===== config.mk =====
export PLATFORM = sky130hd
export DESIGN_NAME = uoct_channel
export DESIGN_NICKNAME = d
export VERILOG_FILES = /design/src/verilog/uoct_channel.v
export VERILOG_INCLUDE_DIRS = /design/src /design/src/common
export SDC_FILE = /design/constraint.sdc
export NUM_CORES = 1
export LEC_CHECK = 0
export BUFFER_PORTS_ARGS = -buffer_cell sky130_fd_sc_hd__buf_2
export CAP_MARGIN = 20
export CORE_ASPECT_RATIO = 0.9
export CORE_MARGIN = 2
export CORE_UTILIZATION = 59
export CTS_BUF_LIST = sky130_fd_sc_hd__clkbuf_4 sky130_fd_sc_hd__clkbuf_8
export CTS_CLUSTER_DIAMETER = 150
export DETAILED_ROUTE_END_ITERATION = 6
export GPL_TIMING_DRIVEN = 1
export PLACE_DENSITY = 0.83
export SLEW_MARGIN = 10
export SYNTH_ARGS = -nofsm -noshare
export SYNTH_HDL_FRONTEND = slang
export SYNTH_SLANG_ARGS = --single-unit
export TNS_END_PERCENT = 5

===== constraint.sdc =====
create_clock -name clk -period 4.79 [get_ports clk]
set_input_delay 0.7185 -clock clk [delete_from_list [all_inputs] [get_ports clk]]
set_output_delay 0.7185 -clock clk [all_outputs]
set_load 0.005 [all_outputs]

===== src/common/uoct_consts.vh =====
`ifndef UOCT_CONSTS_VH
`define UOCT_CONSTS_VH
// channel register offsets within A3:A0
`define UOCT_OFS_HOLDING     4'h0
`define UOCT_OFS_INT_ENABLE  4'h1
`define UOCT_OFS_INT_STATUS  4'h2
`define UOCT_OFS_MODEM_CTRL  4'h4
// address field positions
`define UOCT_ADDR_GLOBAL_BIT 7
`define UOCT_ADDR_CHAN_HI    6
`define UOCT_ADDR_CHAN_LO    4
// field positions
`define UOCT_MCR_IR_BIT      6
`define UOCT_IER_RSVD_BIT    4
`define UOCT_IER_EFR_MASK    8'hE0
`define UOCT_IER_FREE_MASK   8'h0F
// reset values
`define UOCT_IER_RESET       8'h00
`define UOCT_ISR_RESET       8'h01
// interrupt identification codes, six bits
`define UOCT_ID_LINE_ERR     6'h06
`define UOCT_ID_RX_READY     6'h04
`define UOCT_ID_RX_TIMEOUT   6'h0C
`define UOCT_ID_TX_READY     6'h02
`define UOCT_ID_MODEM        6'h00
`define UOCT_ID_FLOW         6'h10
`define UOCT_ID_CTS_RTS      6'h20
`define UOCT_ID_NONE         6'h01
// fifo geometry
`define UOCT_FIFO_DEPTH      7'h40
`define UOCT_PTR_W           7
// infrared pulse lengths in sample ticks of sixteen per bit
`define UOCT_IR10_TICKS      3'h3
`define UOCT_IR11_TICKS      3'h4
`define UOCT_SAMPLES_PER_BIT 5'h10
// reset capture delay, covers the pin synchroniser
`define UOCT_STRAP_DELAY     2'h3
`endif


===== src/verilog/uoct_channel.v =====
`timescale 1ns/1ns
`default_nettype none
`include "uoct_consts.vh"

// How it works
// broadcast bit set: any channel write lands in all eight channels
// host clears broadcast bit before reads; mode changes may disturb traffic
// IrDA 1.0: three-sixteenths bit high pulse per zero bit, to 115.2k
// IrDA 1.1: quarter bit high pulse per zero bit, to 1.152M
// modem control bit 6 enables infrared coding, IrDA 1.0 by default
// infrared plus auxiliary status bit 4 selects IrDA 1.1
// infrared mode: transmit idles low, receive treated as idling low
// infrared decoder turns each light pulse into a logic 1
// after hard or soft reset infrared mode starts from default pin
// reading receive holding returns and removes oldest entry
// writing transmit holding appends byte; full fifo discards it
// holding, enable and status registers only reachable with divisor access 0
// enable bits: CTS, RTS, flow, reserved, modem, line, tx, rx
// tx ready: holding empty without fifo, space above trigger with fifo
// upper three enable bits writable only with enhanced function enabled
// status bit 0 low while enabled interrupt pending
// status bits 7 and 6 mirror fifo enable
// priority: line error, rx ready, rx timeout
// then tx ready, modem, flow, CTS/RTS; none reads 000001
// flow flag clears on Xon after Xoff, or status read after special char
// A7 low: A6:A4 pick channel, A3:A0 register; A7 high global
// pulse width counted in sample ticks, three or four of sixteen
module uoct_channel #(
    parameter [2:0] CHANNEL_ID = 3'h0
) (
    input  wire       clk,
    input  wire       sys_rst,
    input  wire       clk_en,
    input  wire       soft_rst,
    input  wire       cs_n,
    input  wire       ior_n,
    input  wire       iow_n,
    input  wire [7:0] addr,
    input  wire [7:0] data_in,
    output reg  [7:0] data_out,
    output wire       data_oe,
    input  wire       broadcast_write_control,
    input  wire       divisor_access,
    input  wire       enhanced_function_en,
    input  wire       fifo_enable,
    input  wire       irda11_select,
    input  wire       infrared_default_pin,
    input  wire       rx_line_err,
    input  wire       rx_timeout,
    input  wire       modem_status_evt,
    input  wire       xoff_detect,
    input  wire       xon_detect,
    input  wire       special_char_detect,
    input  wire       cts_inactive_evt,
    input  wire       rts_inactive_evt,
    input  wire       tx_above_trigger,
    input  wire       tx_pop,
    output reg  [7:0] tx_data,
    output reg        tx_data_valid,
    output wire       tx_avail,
    input  wire       rx_push,
    input  wire [7:0] rx_push_data,
    output wire       rx_full,
    input  wire       sample_tick,
    input  wire       tx_bit_start,
    input  wire       tx_serial,
    output reg        tx_pin,
    input  wire       rx_pin,
    output reg        rx_serial,
    output wire       infrared_mode,
    output wire       irq_pending
);

    // channel match for reads, and for writes unless broadcast overrides it
    function chan_hit;
        input [7:0] a;
        input       bcast;
        begin
            chan_hit = ~a[`UOCT_ADDR_GLOBAL_BIT] &
                       (bcast | (a[`UOCT_ADDR_CHAN_HI:`UOCT_ADDR_CHAN_LO] == CHANNEL_ID));
        end
    endfunction

    // pin synchronisers: first stage is read only by the second
    reg  [2:0]  ctl_m_q;
    reg  [2:0]  ctl_s_q;
    reg  [15:0] bus_m_q;
    reg  [15:0] bus_s_q;
    reg  [1:0]  pin_m_q;
    reg  [1:0]  pin_s_q;
    always @(posedge clk or posedge sys_rst) begin
        if (sys_rst) begin
            ctl_m_q <= 3'h0;
            ctl_s_q <= 3'h0;
            bus_m_q <= 16'h0000;
            bus_s_q <= 16'h0000;
            pin_m_q <= 2'h0;
            pin_s_q <= 2'h0;
        end else if (clk_en) begin
            ctl_m_q <= {~cs_n & ~iow_n, ~cs_n & ~ior_n, 1'b0};
            ctl_s_q <= ctl_m_q;
            bus_m_q <= {addr, data_in};
            bus_s_q <= bus_m_q;
            pin_m_q <= {infrared_default_pin, rx_pin};
            pin_s_q <= pin_m_q;
        end
    end

    wire       wr_act = ctl_s_q[2];
    wire       rd_act = ctl_s_q[1];
    wire       strap  = pin_s_q[1];
    wire       rx_s   = pin_s_q[0];

    // hold the address and data seen during a cycle, act when the strobe ends
    reg        wr_act_q;
    reg        rd_act_q;
    reg  [7:0] lat_addr_q;
    reg  [7:0] lat_data_q;
    always @(posedge clk or posedge sys_rst) begin
        if (sys_rst) begin
            wr_act_q   <= 1'b0;
            rd_act_q   <= 1'b0;
            lat_addr_q <= 8'h00;
            lat_data_q <= 8'h00;
        end else if (clk_en) begin
            wr_act_q <= wr_act;
            rd_act_q <= rd_act;
            if (wr_act | rd_act) begin
                lat_addr_q <= bus_s_q[15:8];
                lat_data_q <= bus_s_q[7:0];
            end
        end
    end

    wire       wr_end  = wr_act_q & ~wr_act;
    wire       rd_end  = rd_act_q & ~rd_act;
    wire [3:0] reg_ofs = lat_addr_q[3:0];
    wire       wr_hit  = wr_end & chan_hit(lat_addr_q, broadcast_write_control);
    wire       rd_sel  = chan_hit(bus_s_q[15:8], 1'b0);
    wire       rd_hit  = rd_end & chan_hit(lat_addr_q, 1'b0);
    wire       norm_ok = ~divisor_access;
    wire       wr_thr  = wr_hit & norm_ok & (reg_ofs == `UOCT_OFS_HOLDING);
    wire       wr_ier  = wr_hit & norm_ok & (reg_ofs == `UOCT_OFS_INT_ENABLE);
    wire       wr_mcr  = wr_hit & (reg_ofs == `UOCT_OFS_MODEM_CTRL);
    wire       rd_rhr  = rd_hit & norm_ok & (reg_ofs == `UOCT_OFS_HOLDING);
    wire       rd_isr  = rd_hit & norm_ok & (reg_ofs == `UOCT_OFS_INT_STATUS);

    wire [6:0] cap = fifo_enable ? `UOCT_FIFO_DEPTH : 7'h01;

    // transmit fifo: host appends, transmitter pops
    reg  [7:0] tx_mem [0:63];
    reg  [6:0] tx_wp_q;
    reg  [6:0] tx_rp_q;
    wire [6:0] tx_cnt  = tx_wp_q - tx_rp_q;
    wire       tx_full = (tx_cnt >= cap);
    assign tx_avail = (tx_cnt != 7'h00);
    always @(posedge clk) begin
        if (clk_en && wr_thr && !tx_full) begin
            tx_mem[tx_wp_q[5:0]] <= lat_data_q;
        end
    end
    always @(posedge clk or posedge sys_rst) begin
        if (sys_rst) begin
            tx_wp_q       <= 7'h00;
            tx_rp_q       <= 7'h00;
            tx_data       <= 8'h00;
            tx_data_valid <= 1'b0;
        end else if (clk_en) begin
            tx_data_valid <= 1'b0;
            if (soft_rst) begin
                tx_wp_q <= 7'h00;
                tx_rp_q <= 7'h00;
            end else begin
                if (wr_thr && !tx_full)
                    tx_wp_q <= tx_wp_q + 7'h01;
                if (tx_pop && tx_avail) begin
                    tx_data       <= tx_mem[tx_rp_q[5:0]];
                    tx_data_valid <= 1'b1;
                    tx_rp_q       <= tx_rp_q + 7'h01;
                end
            end
        end
    end

    // receive fifo: receiver pushes, host read removes the oldest byte
    reg  [7:0] rx_mem [0:63];
    reg  [6:0] rx_wp_q;
    reg  [6:0] rx_rp_q;
    wire [6:0] rx_cnt   = rx_wp_q - rx_rp_q;
    wire       rx_ready = (rx_cnt != 7'h00);
    assign rx_full = (rx_cnt >= cap);
    always @(posedge clk) begin
        if (clk_en && rx_push && !rx_full) begin
            rx_mem[rx_wp_q[5:0]] <= rx_push_data;
        end
    end
    always @(posedge clk or posedge sys_rst) begin
        if (sys_rst) begin
            rx_wp_q <= 7'h00;
            rx_rp_q <= 7'h00;
        end else if (clk_en) begin
            if (soft_rst) begin
                rx_wp_q <= 7'h00;
                rx_rp_q <= 7'h00;
            end else begin
                if (rx_push && !rx_full)
                    rx_wp_q <= rx_wp_q + 7'h01;
                if (rd_rhr && rx_ready)
                    rx_rp_q <= rx_rp_q + 7'h01;
            end
        end
    end

    // interrupt enable mask, upper bits guarded, bit 4 always zero
    reg  [7:0] ier_q;
    always @(posedge clk or posedge sys_rst) begin
        if (sys_rst) begin
            ier_q <= `UOCT_IER_RESET;
        end else if (clk_en) begin
            if (soft_rst)
                ier_q <= `UOCT_IER_RESET;
            else if (wr_ier) begin
                ier_q[3:0] <= lat_data_q[3:0];
                if (enhanced_function_en)
                    ier_q[7:5] <= lat_data_q[7:5];
            end
        end
    end

    // flow flag: xoff or special char set it; set wins over clear
    reg        flow_q;
    reg        flow_xoff_q;
    always @(posedge clk or posedge sys_rst) begin
        if (sys_rst) begin
            flow_q      <= 1'b0;
            flow_xoff_q <= 1'b0;
        end else if (clk_en) begin
            if (soft_rst) begin
                flow_q <= 1'b0;
            end else if (xoff_detect | special_char_detect) begin
                flow_q      <= 1'b1;
                flow_xoff_q <= xoff_detect;
            end else if ((xon_detect & flow_xoff_q) | (rd_isr & ~flow_xoff_q)) begin
                flow_q <= 1'b0;
            end
        end
    end

    // prioritised interrupt identification
    wire       p_line  = ier_q[2] & rx_line_err;
    wire       p_rdy   = ier_q[0] & rx_ready;
    wire       p_tout  = ier_q[0] & rx_timeout;
    wire       p_thr   = ier_q[1] & (fifo_enable ? tx_above_trigger : ~tx_avail);
    wire       p_modem = ier_q[3] & modem_status_evt;
    wire       p_flow  = ier_q[5] & flow_q;
    wire       p_ctrts = (ier_q[7] & cts_inactive_evt) | (ier_q[6] & rts_inactive_evt);
    reg  [5:0] int_id;
    always @* begin
        if (p_line)
            int_id = `UOCT_ID_LINE_ERR;
        else if (p_rdy)
            int_id = `UOCT_ID_RX_READY;
        else if (p_tout)
            int_id = `UOCT_ID_RX_TIMEOUT;
        else if (p_thr)
            int_id = `UOCT_ID_TX_READY;
        else if (p_modem)
            int_id = `UOCT_ID_MODEM;
        else if (p_flow)
            int_id = `UOCT_ID_FLOW;
        else if (p_ctrts)
            int_id = `UOCT_ID_CTS_RTS;
        else
            int_id = `UOCT_ID_NONE;
    end
    assign irq_pending = ~int_id[0];
    wire [7:0] isr_val = {fifo_enable, fifo_enable, int_id};

    // read data register, refreshed while the read strobe is held
    reg        ir_mode_q;
    assign data_oe = rd_act & rd_sel;
    always @(posedge clk or posedge sys_rst) begin
        if (sys_rst) begin
            data_out <= `UOCT_ISR_RESET;
        end else if (clk_en && rd_act) begin
            if (!norm_ok)
                data_out <= 8'h00;
            else if (bus_s_q[11:8] == `UOCT_OFS_HOLDING)
                data_out <= rx_mem[rx_rp_q[5:0]];
            else if (bus_s_q[11:8] == `UOCT_OFS_INT_ENABLE)
                data_out <= ier_q;
            else if (bus_s_q[11:8] == `UOCT_OFS_INT_STATUS)
                data_out <= isr_val;
            else if (bus_s_q[11:8] == `UOCT_OFS_MODEM_CTRL)
                data_out <= {1'b0, ir_mode_q, 6'h00};
            else
                data_out <= 8'h00;
        end
    end

    // infrared enable, loaded from the strap once the synchroniser has settled
    reg  [1:0] strap_wait_q;
    always @(posedge clk or posedge sys_rst) begin
        if (sys_rst) begin
            ir_mode_q    <= 1'b0;
            strap_wait_q <= `UOCT_STRAP_DELAY;
        end else if (clk_en) begin
            if (soft_rst) begin
                strap_wait_q <= `UOCT_STRAP_DELAY;
            end else if (strap_wait_q != 2'h0) begin
                strap_wait_q <= strap_wait_q - 2'h1;
                if (strap_wait_q == 2'h1)
                    ir_mode_q <= strap;
            end else if (wr_mcr) begin
                ir_mode_q <= lat_data_q[`UOCT_MCR_IR_BIT];
            end
        end
    end
    assign infrared_mode = ir_mode_q;

    // encoder: high pulse of three or four ticks at the start of each zero bit
    wire [2:0] pulse_len = irda11_select ? `UOCT_IR11_TICKS : `UOCT_IR10_TICKS;
    reg  [2:0] enc_cnt_q;
    always @(posedge clk or posedge sys_rst) begin
        if (sys_rst) begin
            enc_cnt_q <= 3'h0;
        end else if (clk_en) begin
            if (tx_bit_start && !tx_serial)
                enc_cnt_q <= pulse_len;
            else if (sample_tick && enc_cnt_q != 3'h0)
                enc_cnt_q <= enc_cnt_q - 3'h1;
        end
    end

    // decoder: a rising light pulse yields a one lasting one bit time
    reg        rx_prev_q;
    reg  [4:0] dec_cnt_q;
    always @(posedge clk or posedge sys_rst) begin
        if (sys_rst) begin
            rx_prev_q <= 1'b0;
            dec_cnt_q <= 5'h00;
        end else if (clk_en) begin
            rx_prev_q <= rx_s;
            if (rx_s && !rx_prev_q)
                dec_cnt_q <= `UOCT_SAMPLES_PER_BIT;
            else if (sample_tick && dec_cnt_q != 5'h00)
                dec_cnt_q <= dec_cnt_q - 5'h01;
        end
    end

    // line pins: infrared idles low both ways, otherwise plain pass-through
    always @(posedge clk or posedge sys_rst) begin
        if (sys_rst) begin
            tx_pin    <= 1'b1;
            rx_serial <= 1'b1;
        end else if (clk_en) begin
            if (ir_mode_q) begin
                tx_pin    <= (enc_cnt_q != 3'h0);
                rx_serial <= (dec_cnt_q != 5'h00);
            end else begin
                tx_pin    <= tx_serial;
                rx_serial <= rx_s;
            end
        end
    end

endmodule // uoct_channel
`default_nettype wire


**Word level (Yosys, flattened, before mapping)**

Memories as Yosys holds them, arrays and structs flattened. A register that Yosys moved wholly into a read port is not among the register bits.
Index checks and enable logic that the tools add are counted.

- Flip-flop bits (word level): 118
- Bits in latches: 0
- Bits in writable memories: 1024
- Memory bits (read-only): 0
- Output and inout bits: 24
- Memories: 2

- Add/subtract/negate cells: 9
- $mul: 0
- Div/mod/pow operators: 0
- Order comparisons: 2
- Equality and inequality tests: 8
- Shift-type cells: 0
- Mux-type cells: 48
- Bitwise gates (word level): 44
- Reduce and logical (&&, ||, !) cells: 51

Memory list:

| memory | words | bits a word | rd ports | clocked after memory_dff | wr ports | RTL line | text |
|---|---|---|---|---|---|---|---|
| rx_mem | 64 | 8 | 1 | 0 | 1 | uoct_channel.v:186 | `reg [7:0] rx_mem [0:63];` |
| tx_mem | 64 | 8 | 1 | 1 | 1 | uoct_channel.v:151 | `reg [7:0] tx_mem [0:63];` |

Operator list:

| kind | count |
|---|---|
| $mux 7 | 10 |
| $mux 6 | 7 |
| $mux 8 | 4 |
| $add 7x1->7 const B | 4 |
| $and 1x1->1 | 27 |
| $reduce_bool 2->1 | 11 |
| $reduce_and 2->1 | 10 |
| $mux 3 | 6 |
| $mux 1 | 15 |
| $ge 7x7->1 | 2 |
| $reduce_bool 7->1 | 2 |
| $sub 7x7->7 | 2 |
| $logic_and 1x1->1 | 13 |
| $not 1->1 | 12 |
| $mux 5 | 2 |
| $reduce_and 3->1 | 3 |
| $eq 4x1->1 const B | 2 |
| $eq 4x2->1 const B | 2 |
| $eq 4x3->1 const B | 2 |
| $logic_not 4->1 | 2 |
| $mux 4 | 2 |
| $logic_not 3->1 | 2 |
| $reduce_bool 3->1 | 2 |
| $or 1x1->1 | 5 |
| other kinds (9) | 13 |

**Logic depth before layout (Yosys ltp)**

Gate-level depths: netlist of the first run.

- Word-level depth: 13
- Depth in mapped cells: 17

**Worst setup path after synthesis of the first run**

OpenSTA, ideal clock, no wires.

- Path type: register to register
- From: register rx_rp_q[2]
- To: memory rx_mem[42][0] (enable)
- Setup time: 395 ps
- Data arrival time: 4395 ps
- Required time: 4395 ps
- Setup slack: 0 ps
- Cell stages (with the launch flop): 17
- Buffers on the path: 4
- Clock period less this slack: 4790 ps
- Cells stage by stage: dfrtp_1 -> buf_2 -> inv_1 -> buf_2 -> buf_2 -> buf_2 -> ha_1 -> nor2_1 -> a21oi_1 -> o32ai_1 -> a311oi_1 -> inv_1 -> ha_1 -> and3b_1 -> o21ai_2 -> or2_2 -> nor4_1

- Word-level cells in the longest chain between the ends: 6

Ends and longest elaborated chain:

| what | RTL line | text |
|---|---|---|
| start: declaration | uoct_channel.v:188 | `reg [6:0] rx_rp_q;` |
| start signal: assignment | uoct_channel.v:209 | `rx_rp_q <= rx_rp_q + 7'h01;` |
| $sub 7x7->7 | uoct_channel.v:189 | `wire [6:0] rx_cnt = rx_wp_q - rx_rp_q;` |
| $ge 7x7->1 | uoct_channel.v:191 | `assign rx_full = (rx_cnt >= cap);` |
| $logic_not 1->1 | uoct_channel.v:193 | `if (clk_en && rx_push && !rx_full) begin` |
| $logic_and 1x1->1 | uoct_channel.v:193 |  |
| $mux 1 | uoct_channel.v:193 |  |
| $mux 1 (implied by the code) | uoct_channel.v:194 | `rx_mem[rx_wp_q[5:0]] <= rx_push_data;` |
| end: declaration | uoct_channel.v:186 |  |

No other way between the ends.

**Worst setup path after layout of the first run**

- From: register rx_wp_q[1]
- To: output rx_full

- Word-level cells in the longest chain between the ends: 2

Ends and longest elaborated chain:

| what | RTL line | text |
|---|---|---|
| start: declaration | uoct_channel.v:187 | `reg [6:0] rx_wp_q;` |
| start signal: assignment | uoct_channel.v:207 | `rx_wp_q <= rx_wp_q + 7'h01;` |
| $sub 7x7->7 | uoct_channel.v:189 |  |
| $ge 7x7->1 | uoct_channel.v:191 |  |
| end: declaration | uoct_channel.v:63 | `output wire rx_full,` |

No other way between the ends.

==> flow_metrics.py, run 1 <==
metrics = {
    "cells_and_area": {
        "final_cell_mix": "edfxtp_1, mux4_2, clkbuf_8, nor2_1, buf_4",
        "instances_no_fill": 3777,
        "nets": 2690,
        "mostFrequentLayoutCell": "edfxtp_1",
        "drive_above_1_share_pct": 32.0,
        "syn_to_final_growth_pct": 11.8,
    },
    "worst_setup_path": {
        "cpPeakStageDelay_ns": 0.53,
        "path_max_fanout": 9,
        "slowest_stage": "dfrtp_1",
        "r2r-start": "rx_wp_q[1]",
        "critPathLaunchType": "flip-flop",
        "crit_type": "flip-flop to output port",
        "crit_path_start": "rx_wp_q[1]",
        "crit_top_cell": "inv_1",
        "reg2regPathDepth": 12,
        "crit_required_ns": 4.07,
        "r2r_slack_ns": 0.16,
        "critPathTopFamily": "compound AO/OA/AOI/OAI gates",
        "crit_buf_inv": 4,
        "endpoint_kind": "output port",
        "worstPathArrival_ns": 4.04,
        "r2r-end": "rx_mem[50][2]",
        "path_cells": "inv_1 > fa_1 > nand2b_1 > a21oi_1 > o32ai_1 > a311oi_1 > inv_1 > ha_1 > inv_1 > o21bai_2 > buf_2",
    },
    "clocking": {
        "htree_num_levels": 4,
        "cts_buffers": 161,
        "cts.sinks": 1150,
        "clkSlewWorstSetupHoldPaths_ns": 0.07,
        "cts_tree": "built",
        "clockBufferDepth": 3,
        "clk_latency_ns": 0.83,
        "cts-root-buf": "clkbuf_8",
    },
    "hold_path": {
        "hold_end": "ctl_m_q[2]",
        "hp-start": "iow_n",
        "holdPathStages": 2,
        "hp-class": "input port to flip-flop",
    },
    "detailed_routing": {
        "drc_errors": 0,
        "wl_per_cell_um": 29.7,
        "num_vias": 25456,
        "initialDrtViolationCount": 3624,
        "wirelength_mm": 112,
        "antenna_left": 0,
        "firstDrtPassIters": 6,
        "vias_per_cell": 6.74,
    },
    "placed_design": {
        "io_buffers": 75,
        "routabilityCongestion": 0.960,
        "dp_slack_ns": 0.0925,
        "dp.cells": 3479,
        "hpwl_mm": 67.7,
    },
    "timing": {
        "rsz0062_at_grt": "true",
        "finalSetupViolations": 0,
        "fmax_ghz": 0.210,
        "fin_crit_ns": 4.76,
        "fin_ws_ns": 0.0300,
        "clock_skew_ns": 0.0315,
        "fin_crit_sh_pct": 99.4,
        "hold_viol": 0,
        "worst_pin_slew_ns": 0.991,
        "slew_headroom_pct": 34.0,
        "drv_slew": 0,
    },
    "global_route": {
        "grt_usage_pct": 28.2,
        "antenna_found_initial": 5,
        "grt_max_degree": 131,
        "grt_pass1_wl_mm": 167,
        "grt.overflow.total": 0,
        "grt_pass1_vias": 25796,
    },
    "logic_synthesis": {
        "synthDistinctLibCells": 73,
        "ys_async_sr_fraction_pct": 11.0,
        "synth_warnings": 0,
        "syn-num-nets": 2464,
        "netlist_instances": 2384,
        "synth_seq_cells": 1150,
        "avgSynthCellArea_um2": 19.4,
        "synth_area_mm2": 0.0462,
        "yosysSeqAreaShare_pct": 73.4,
        "synth-main-ff-cell": "edfxtp_1",
        "synth-edff-count": 1024,
    },
    "floorplan": {
        "coreArea_mm2": 0.0777,
        "die_w_um": 299,
        "die-area_mm2": 0.0806,
        "fp.dieH_um": 270,
        "boundaryPins": 76,
        "num_rows": 97,
        "start_util_pct": 59.5,
    },
    "power_and_ir_drop": {
        "p_total_w": 0.0225,
        "p_leak_nw": 16.8,
        "power_density_mw_per_mm2": 436,
        "irDropWorstVdd_v": 0.000384,
    },
    "status": {
        "outcome": "finished, final reports clean",
    },
    "job": {
        "maxCapViolations": 0,
    },
}
## cell families after synthesis
group	count (synthesis)	share of synthesized area (%)
AND/OR/NAND/NOR	418	4.27
XOR/XNOR	21	0.398
multiplexers	386	16.5
AO/OA/AOI/OAI	199	3.03
flip-flops	1150	73.4
buffers and inverters	182	1.66
adder cells (fa/ha/maj)	28	0.790
## layout make-up
| cell class | instances | area (µm²) |
|---|---|---|
| timing repair buffer | 191 | 1320 |
| inverter | 54 | 208 |
| multi-input combinational | 1052 | 11700 |
| tap | 1039 | 1300 |
| fill | 4700 | 26000 |
| sequential | 1150 | 33900 |
| antenna | 2 | 5.00 |
| clock buffer | 229 | 2820 |
| clock inverter | 60 | 369 |
## flip-flops by register name, summed over array words and instances (netlist names), 3 cells and up
| signal | flops |
|---|---|
| data_out | 8 |
| tx_mem | 512 |
| bus_m_q | 16 |
| bus_s_q | 16 |
| tx_wp_q | 7 |
| tx_rp_q | 7 |
| lat_addr_q | 8 |
| dec_cnt_q | 5 |
| tx_data | 8 |
| ier_q | 7 |
| rx_wp_q | 7 |
| enc_cnt_q | 3 |
| rx_mem | 512 |
| rx_rp_q | 7 |
| lat_data_q | 8 |
## timing repair
item                       CTS  global route
setup endpoints to repair    2           362
hold endpoints to repair     0            16
hold buffers                 0             1
pin swaps                    1             1
setup buffers                1             4
resized for setup            2            45
## through the flow
step	TNS [ns]	instance area [µm²]	util [%]	hold slack [ns]
after CTS	0	51500	66.2	0.0286
after global routing	-0.139	51700	66.5	0.0558
after detailed placement	0	48300	62.1	0.459
final	0	51700	66.5	0.0746
after floorplan	0	46200	-	0.449
after global placement	0	48200	62.1	0.452
## how the worst max path moves through the flow
stage               endpoint  slack [ns]  cells past startpoint
2_1_floorplan  tx_mem[20][0]        0.13                     15
3_3_place_gp   tx_mem[48][1]        0.37                     13
3_5_place_dp   tx_mem[48][5]        0.09                     13
4_1_cts        tx_mem[48][5]        0.07                     13
5_1_grt              rx_full       -0.05                     12
6_report             rx_full        0.03                     11
## cells in the mapped netlist, drive strengths merged (10+ instances only)
cell type | instances | share of area, %
mux2 | 58 | 1.4
or3 | 20 | 0.27
inv | 53 | 0.43
nand3 | 39 | 0.42
o21ai | 41 | 0.45
o211ai | 13 | 0.21
nand2 | 82 | 0.67
buf | 63 | 0.69
clkbuf | 65 | 0.53
dfrtp | 121 | 6.6
edfxtp | 1024 | 67
nor4 | 12 | 0.16
xnor2 | 13 | 0.25
nand2b | 10 | 0.14
o22ai | 20 | 0.27
nor2 | 155 | 1.3
ha | 26 | 0.70
a211oi | 11 | 0.18
mux2i | 33 | 0.71
nor3 | 43 | 0.48
a21oi | 33 | 0.36
a22o | 10 | 0.19
mux4 | 295 | 14
## layer usage
metal	wire [µm]	share of wire [%]	global-route usage, %
met4	4660	4.2	11.9
met3	12400	11	6.83
met2	55200	49	44.6
met5	37	0.033	0
met1	39800	35	38.0
## report_power, final
part | leakage (nW) | internal [W] | switching, W
registers | 10.8 | 0.0117 | 0.000348
clock network | 1.70 | 0.00400 | 0.00361
logic | 4.30 | 0.00112 | 0.00179
Note: power is estimated with default switching activity, not from simulation.
==> inputs of run 2 (changes only) <==
Settings changed: RECOVER_POWER set to 100.
==> flow_metrics.py, run 2 (synthesis gave the netlist of run 1 again) <==
metrics = {
    "job": {
        "maxCapViolations": 18,
    },
    "worst_setup_path": {
        "r2r-start": "rx_wp_q[1]",
        "cpPeakStageDelay_ns": 0.54,
        "r2r_slack_ns": 0.14,
        "path_max_fanout": 9,
        "slowest_stage": "dfrtp_1",
        "worstPathArrival_ns": 4.04,
        "crit_required_ns": 4.07,
        "reg2regPathDepth": 12,
        "endpoint_kind": "output port",
        "r2r-end": "rx_mem[50][2]",
        "critPathLaunchType": "flip-flop",
        "path_cells": "inv_1 > fa_1 > nand2b_1 > a21oi_1 > o32ai_1 > a311oi_1 > inv_1 > ha_1 > inv_1 > o21bai_2 > buf_2",
        "crit_type": "flip-flop to output port",
        "crit_top_cell": "inv_1",
    },
    "detailed_routing": {
        "initialDrtViolationCount": 3687,
        "vias_per_cell": 6.74,
        "wirelength_mm": 112,
        "drc_errors": 0,
        "num_vias": 25464,
        "antenna_left": 0,
        "wl_per_cell_um": 29.7,
        "firstDrtPassIters": 7,
    },
    "timing": {
        "fin_crit_sh_pct": 99.3,
        "slew_headroom_pct": -121,
        "tns_ns": 0,
        "clock_skew_ns": 0.0316,
        "fin_hold_ws_ns": 0.0753,
        "rsz0062_at_grt": "true",
        "hold_viol": 0,
        "drv_slew": 968,
        "fmax_ghz": 0.210,
        "finalSetupViolations": 0,
        "fin_crit_ns": 4.76,
        "worst_pin_slew_ns": 3.32,
    },
    "placed_design": {
        "dp.cells": 3479,
        "io_buffers": 75,
        "routabilityCongestion": 0.960,
        "hpwl_mm": 67.7,
    },
    "hold_path": {
        "hold_end": "ctl_m_q[2]",
        "hp-start": "iow_n",
        "holdPathStages": 2,
        "hp-class": "input port to flip-flop",
    },
    "global_route": {
        "grt_pass1_wl_mm": 167,
        "grt_max_degree": 131,
        "grt.overflow.total": 0,
        "antenna_found_initial": 5,
        "grt_usage_pct": 28.2,
        "grt_pass1_vias": 25796,
    },
    "power_and_ir_drop": {
        "power_density_mw_per_mm2": 438,
        "p_leak_nw": 16.6,
        "irDropWorstVdd_v": 0.000385,
    },
    "floorplan": {
        "die-area_mm2": 0.0806,
        "fp.dieH_um": 270,
        "coreArea_mm2": 0.0777,
        "num_rows": 97,
        "start_util_pct": 59.5,
        "die_w_um": 299,
        "boundaryPins": 76,
    },
    "status": {
        "outcome": "complete, but fails checks",
        "failed_checks": "capacitance limit, slew limit",
    },
    "clocking": {
        "htree_num_levels": 4,
        "clockBufferDepth": 3,
        "cts.sinks": 1150,
        "cts_buffers": 161,
        "clk_latency_ns": 0.83,
        "cts-root-buf": "clkbuf_8",
        "clkSlewWorstSetupHoldPaths_ns": 0.07,
        "cts_tree": "built",
    },
    "cells_and_area": {
        "nFillCells": 4751,
        "instances_no_fill": 3777,
        "drive_above_1_share_pct": 30.2,
        "nets": 2690,
        "mostFrequentLayoutCell": "edfxtp_1",
        "final_cell_mix": "edfxtp_1, mux4_2, clkbuf_8, nor2_1, dfrtp_1",
        "syn_to_final_growth_pct": 11.4,
        "fin_util_pct": 66.3,
    },
}
run 2: changes by cell type in the layout (fill, tap and decap cells not counted), sizes merged:
cell,change
buf,-41
clkbuf,+41
clkinvlp,+1
inv,-1
run 2: worst max-delay path by stage:
stage / start / endpoint / slack, ns / cells past startpoint
after detailed placement: tx_wp_q[0] / tx_mem[48][5] / 0.09 / 13
final: rx_wp_q[1] / rx_full / 0.03 / 11
after CTS: tx_wp_q[0] / tx_mem[48][5] / 0.07 / 13
after global routing: rx_wp_q[0] / rx_full / -0.05 / 12
after global placement: tx_wp_q[0] / tx_mem[48][1] / 0.37 / 13
after floorplan: tx_rp_q[1] / tx_mem[20][0] / 0.13 / 15
run 2: stage by stage:
stage	worst slack, ns	total power [W]	instance area (µm²)
after CTS	0.0749	0.0225	51500
after global routing	-0.0464	0.0232	51500
final	0.0326	0.0225	51500
after detailed placement	0.0925	0.0150	48300
after floorplan	0.128	0.0139	46200
after global placement	0.373	0.0148	48200
run 2: routing by layer:
| metal | up-vias | share of wire (%) | global-route usage, % | wire length, µm |
|---|---|---|---|---|
| met5 | - | 0.021 | 0 | 23 |
| met4 | 4 | 4.3 | 11.9 | 4860 |
| met3 | 366 | 11 | 6.83 | 12200 |
| met2 | 1996 | 49 | 44.6 | 55100 |
| met1 | 12916 | 36 | 38.0 | 40000 |
| li1 | 10182 | - | - | - |
run 2: cell type report:
| cell class | instances | area, µm² | share of cell area, % |
|---|---|---|---|
| Clock buffer | 229 | 2820 | 5.48 |
| Inverter | 54 | 204 | 0.396 |
| Timing Repair Buffer | 191 | 1170 | 2.27 |
| Multi-Input combinational cell | 1052 | 11700 | 22.7 |
| Clock inverter | 60 | 369 | 0.717 |
| Tap cell | 1039 | 1300 | 2.52 |
| Sequential cell | 1150 | 33900 | 65.9 |
| Antenna cell | 2 | 5.00 | 0.00972 |
run 2: critical path: cells and delay by family (launching register included):
family,cells,cell delay [ns]
compound gates,4,1.10
buf+inv,4,0.58
fa+ha+maj,2,0.79
simple gates,1,0.19
flops,1,0.54
run 2: where the power goes:
group	internal, W	switching (W)	leakage (nW)
Clock	0.00400	0.00361	1.70
Combinational	0.00106	0.00179	4.14
Sequential	0.0117	0.000344	10.8
run 2: what timing repair did:
item	in CTS	in global routing
cloned	0	0
endpoints found under the setup margin	2	362
buffers inserted	1	4
hold buffers	0	1
pin swaps	1	1
gates resized for setup	2	45
hold endpoints to repair	0	16
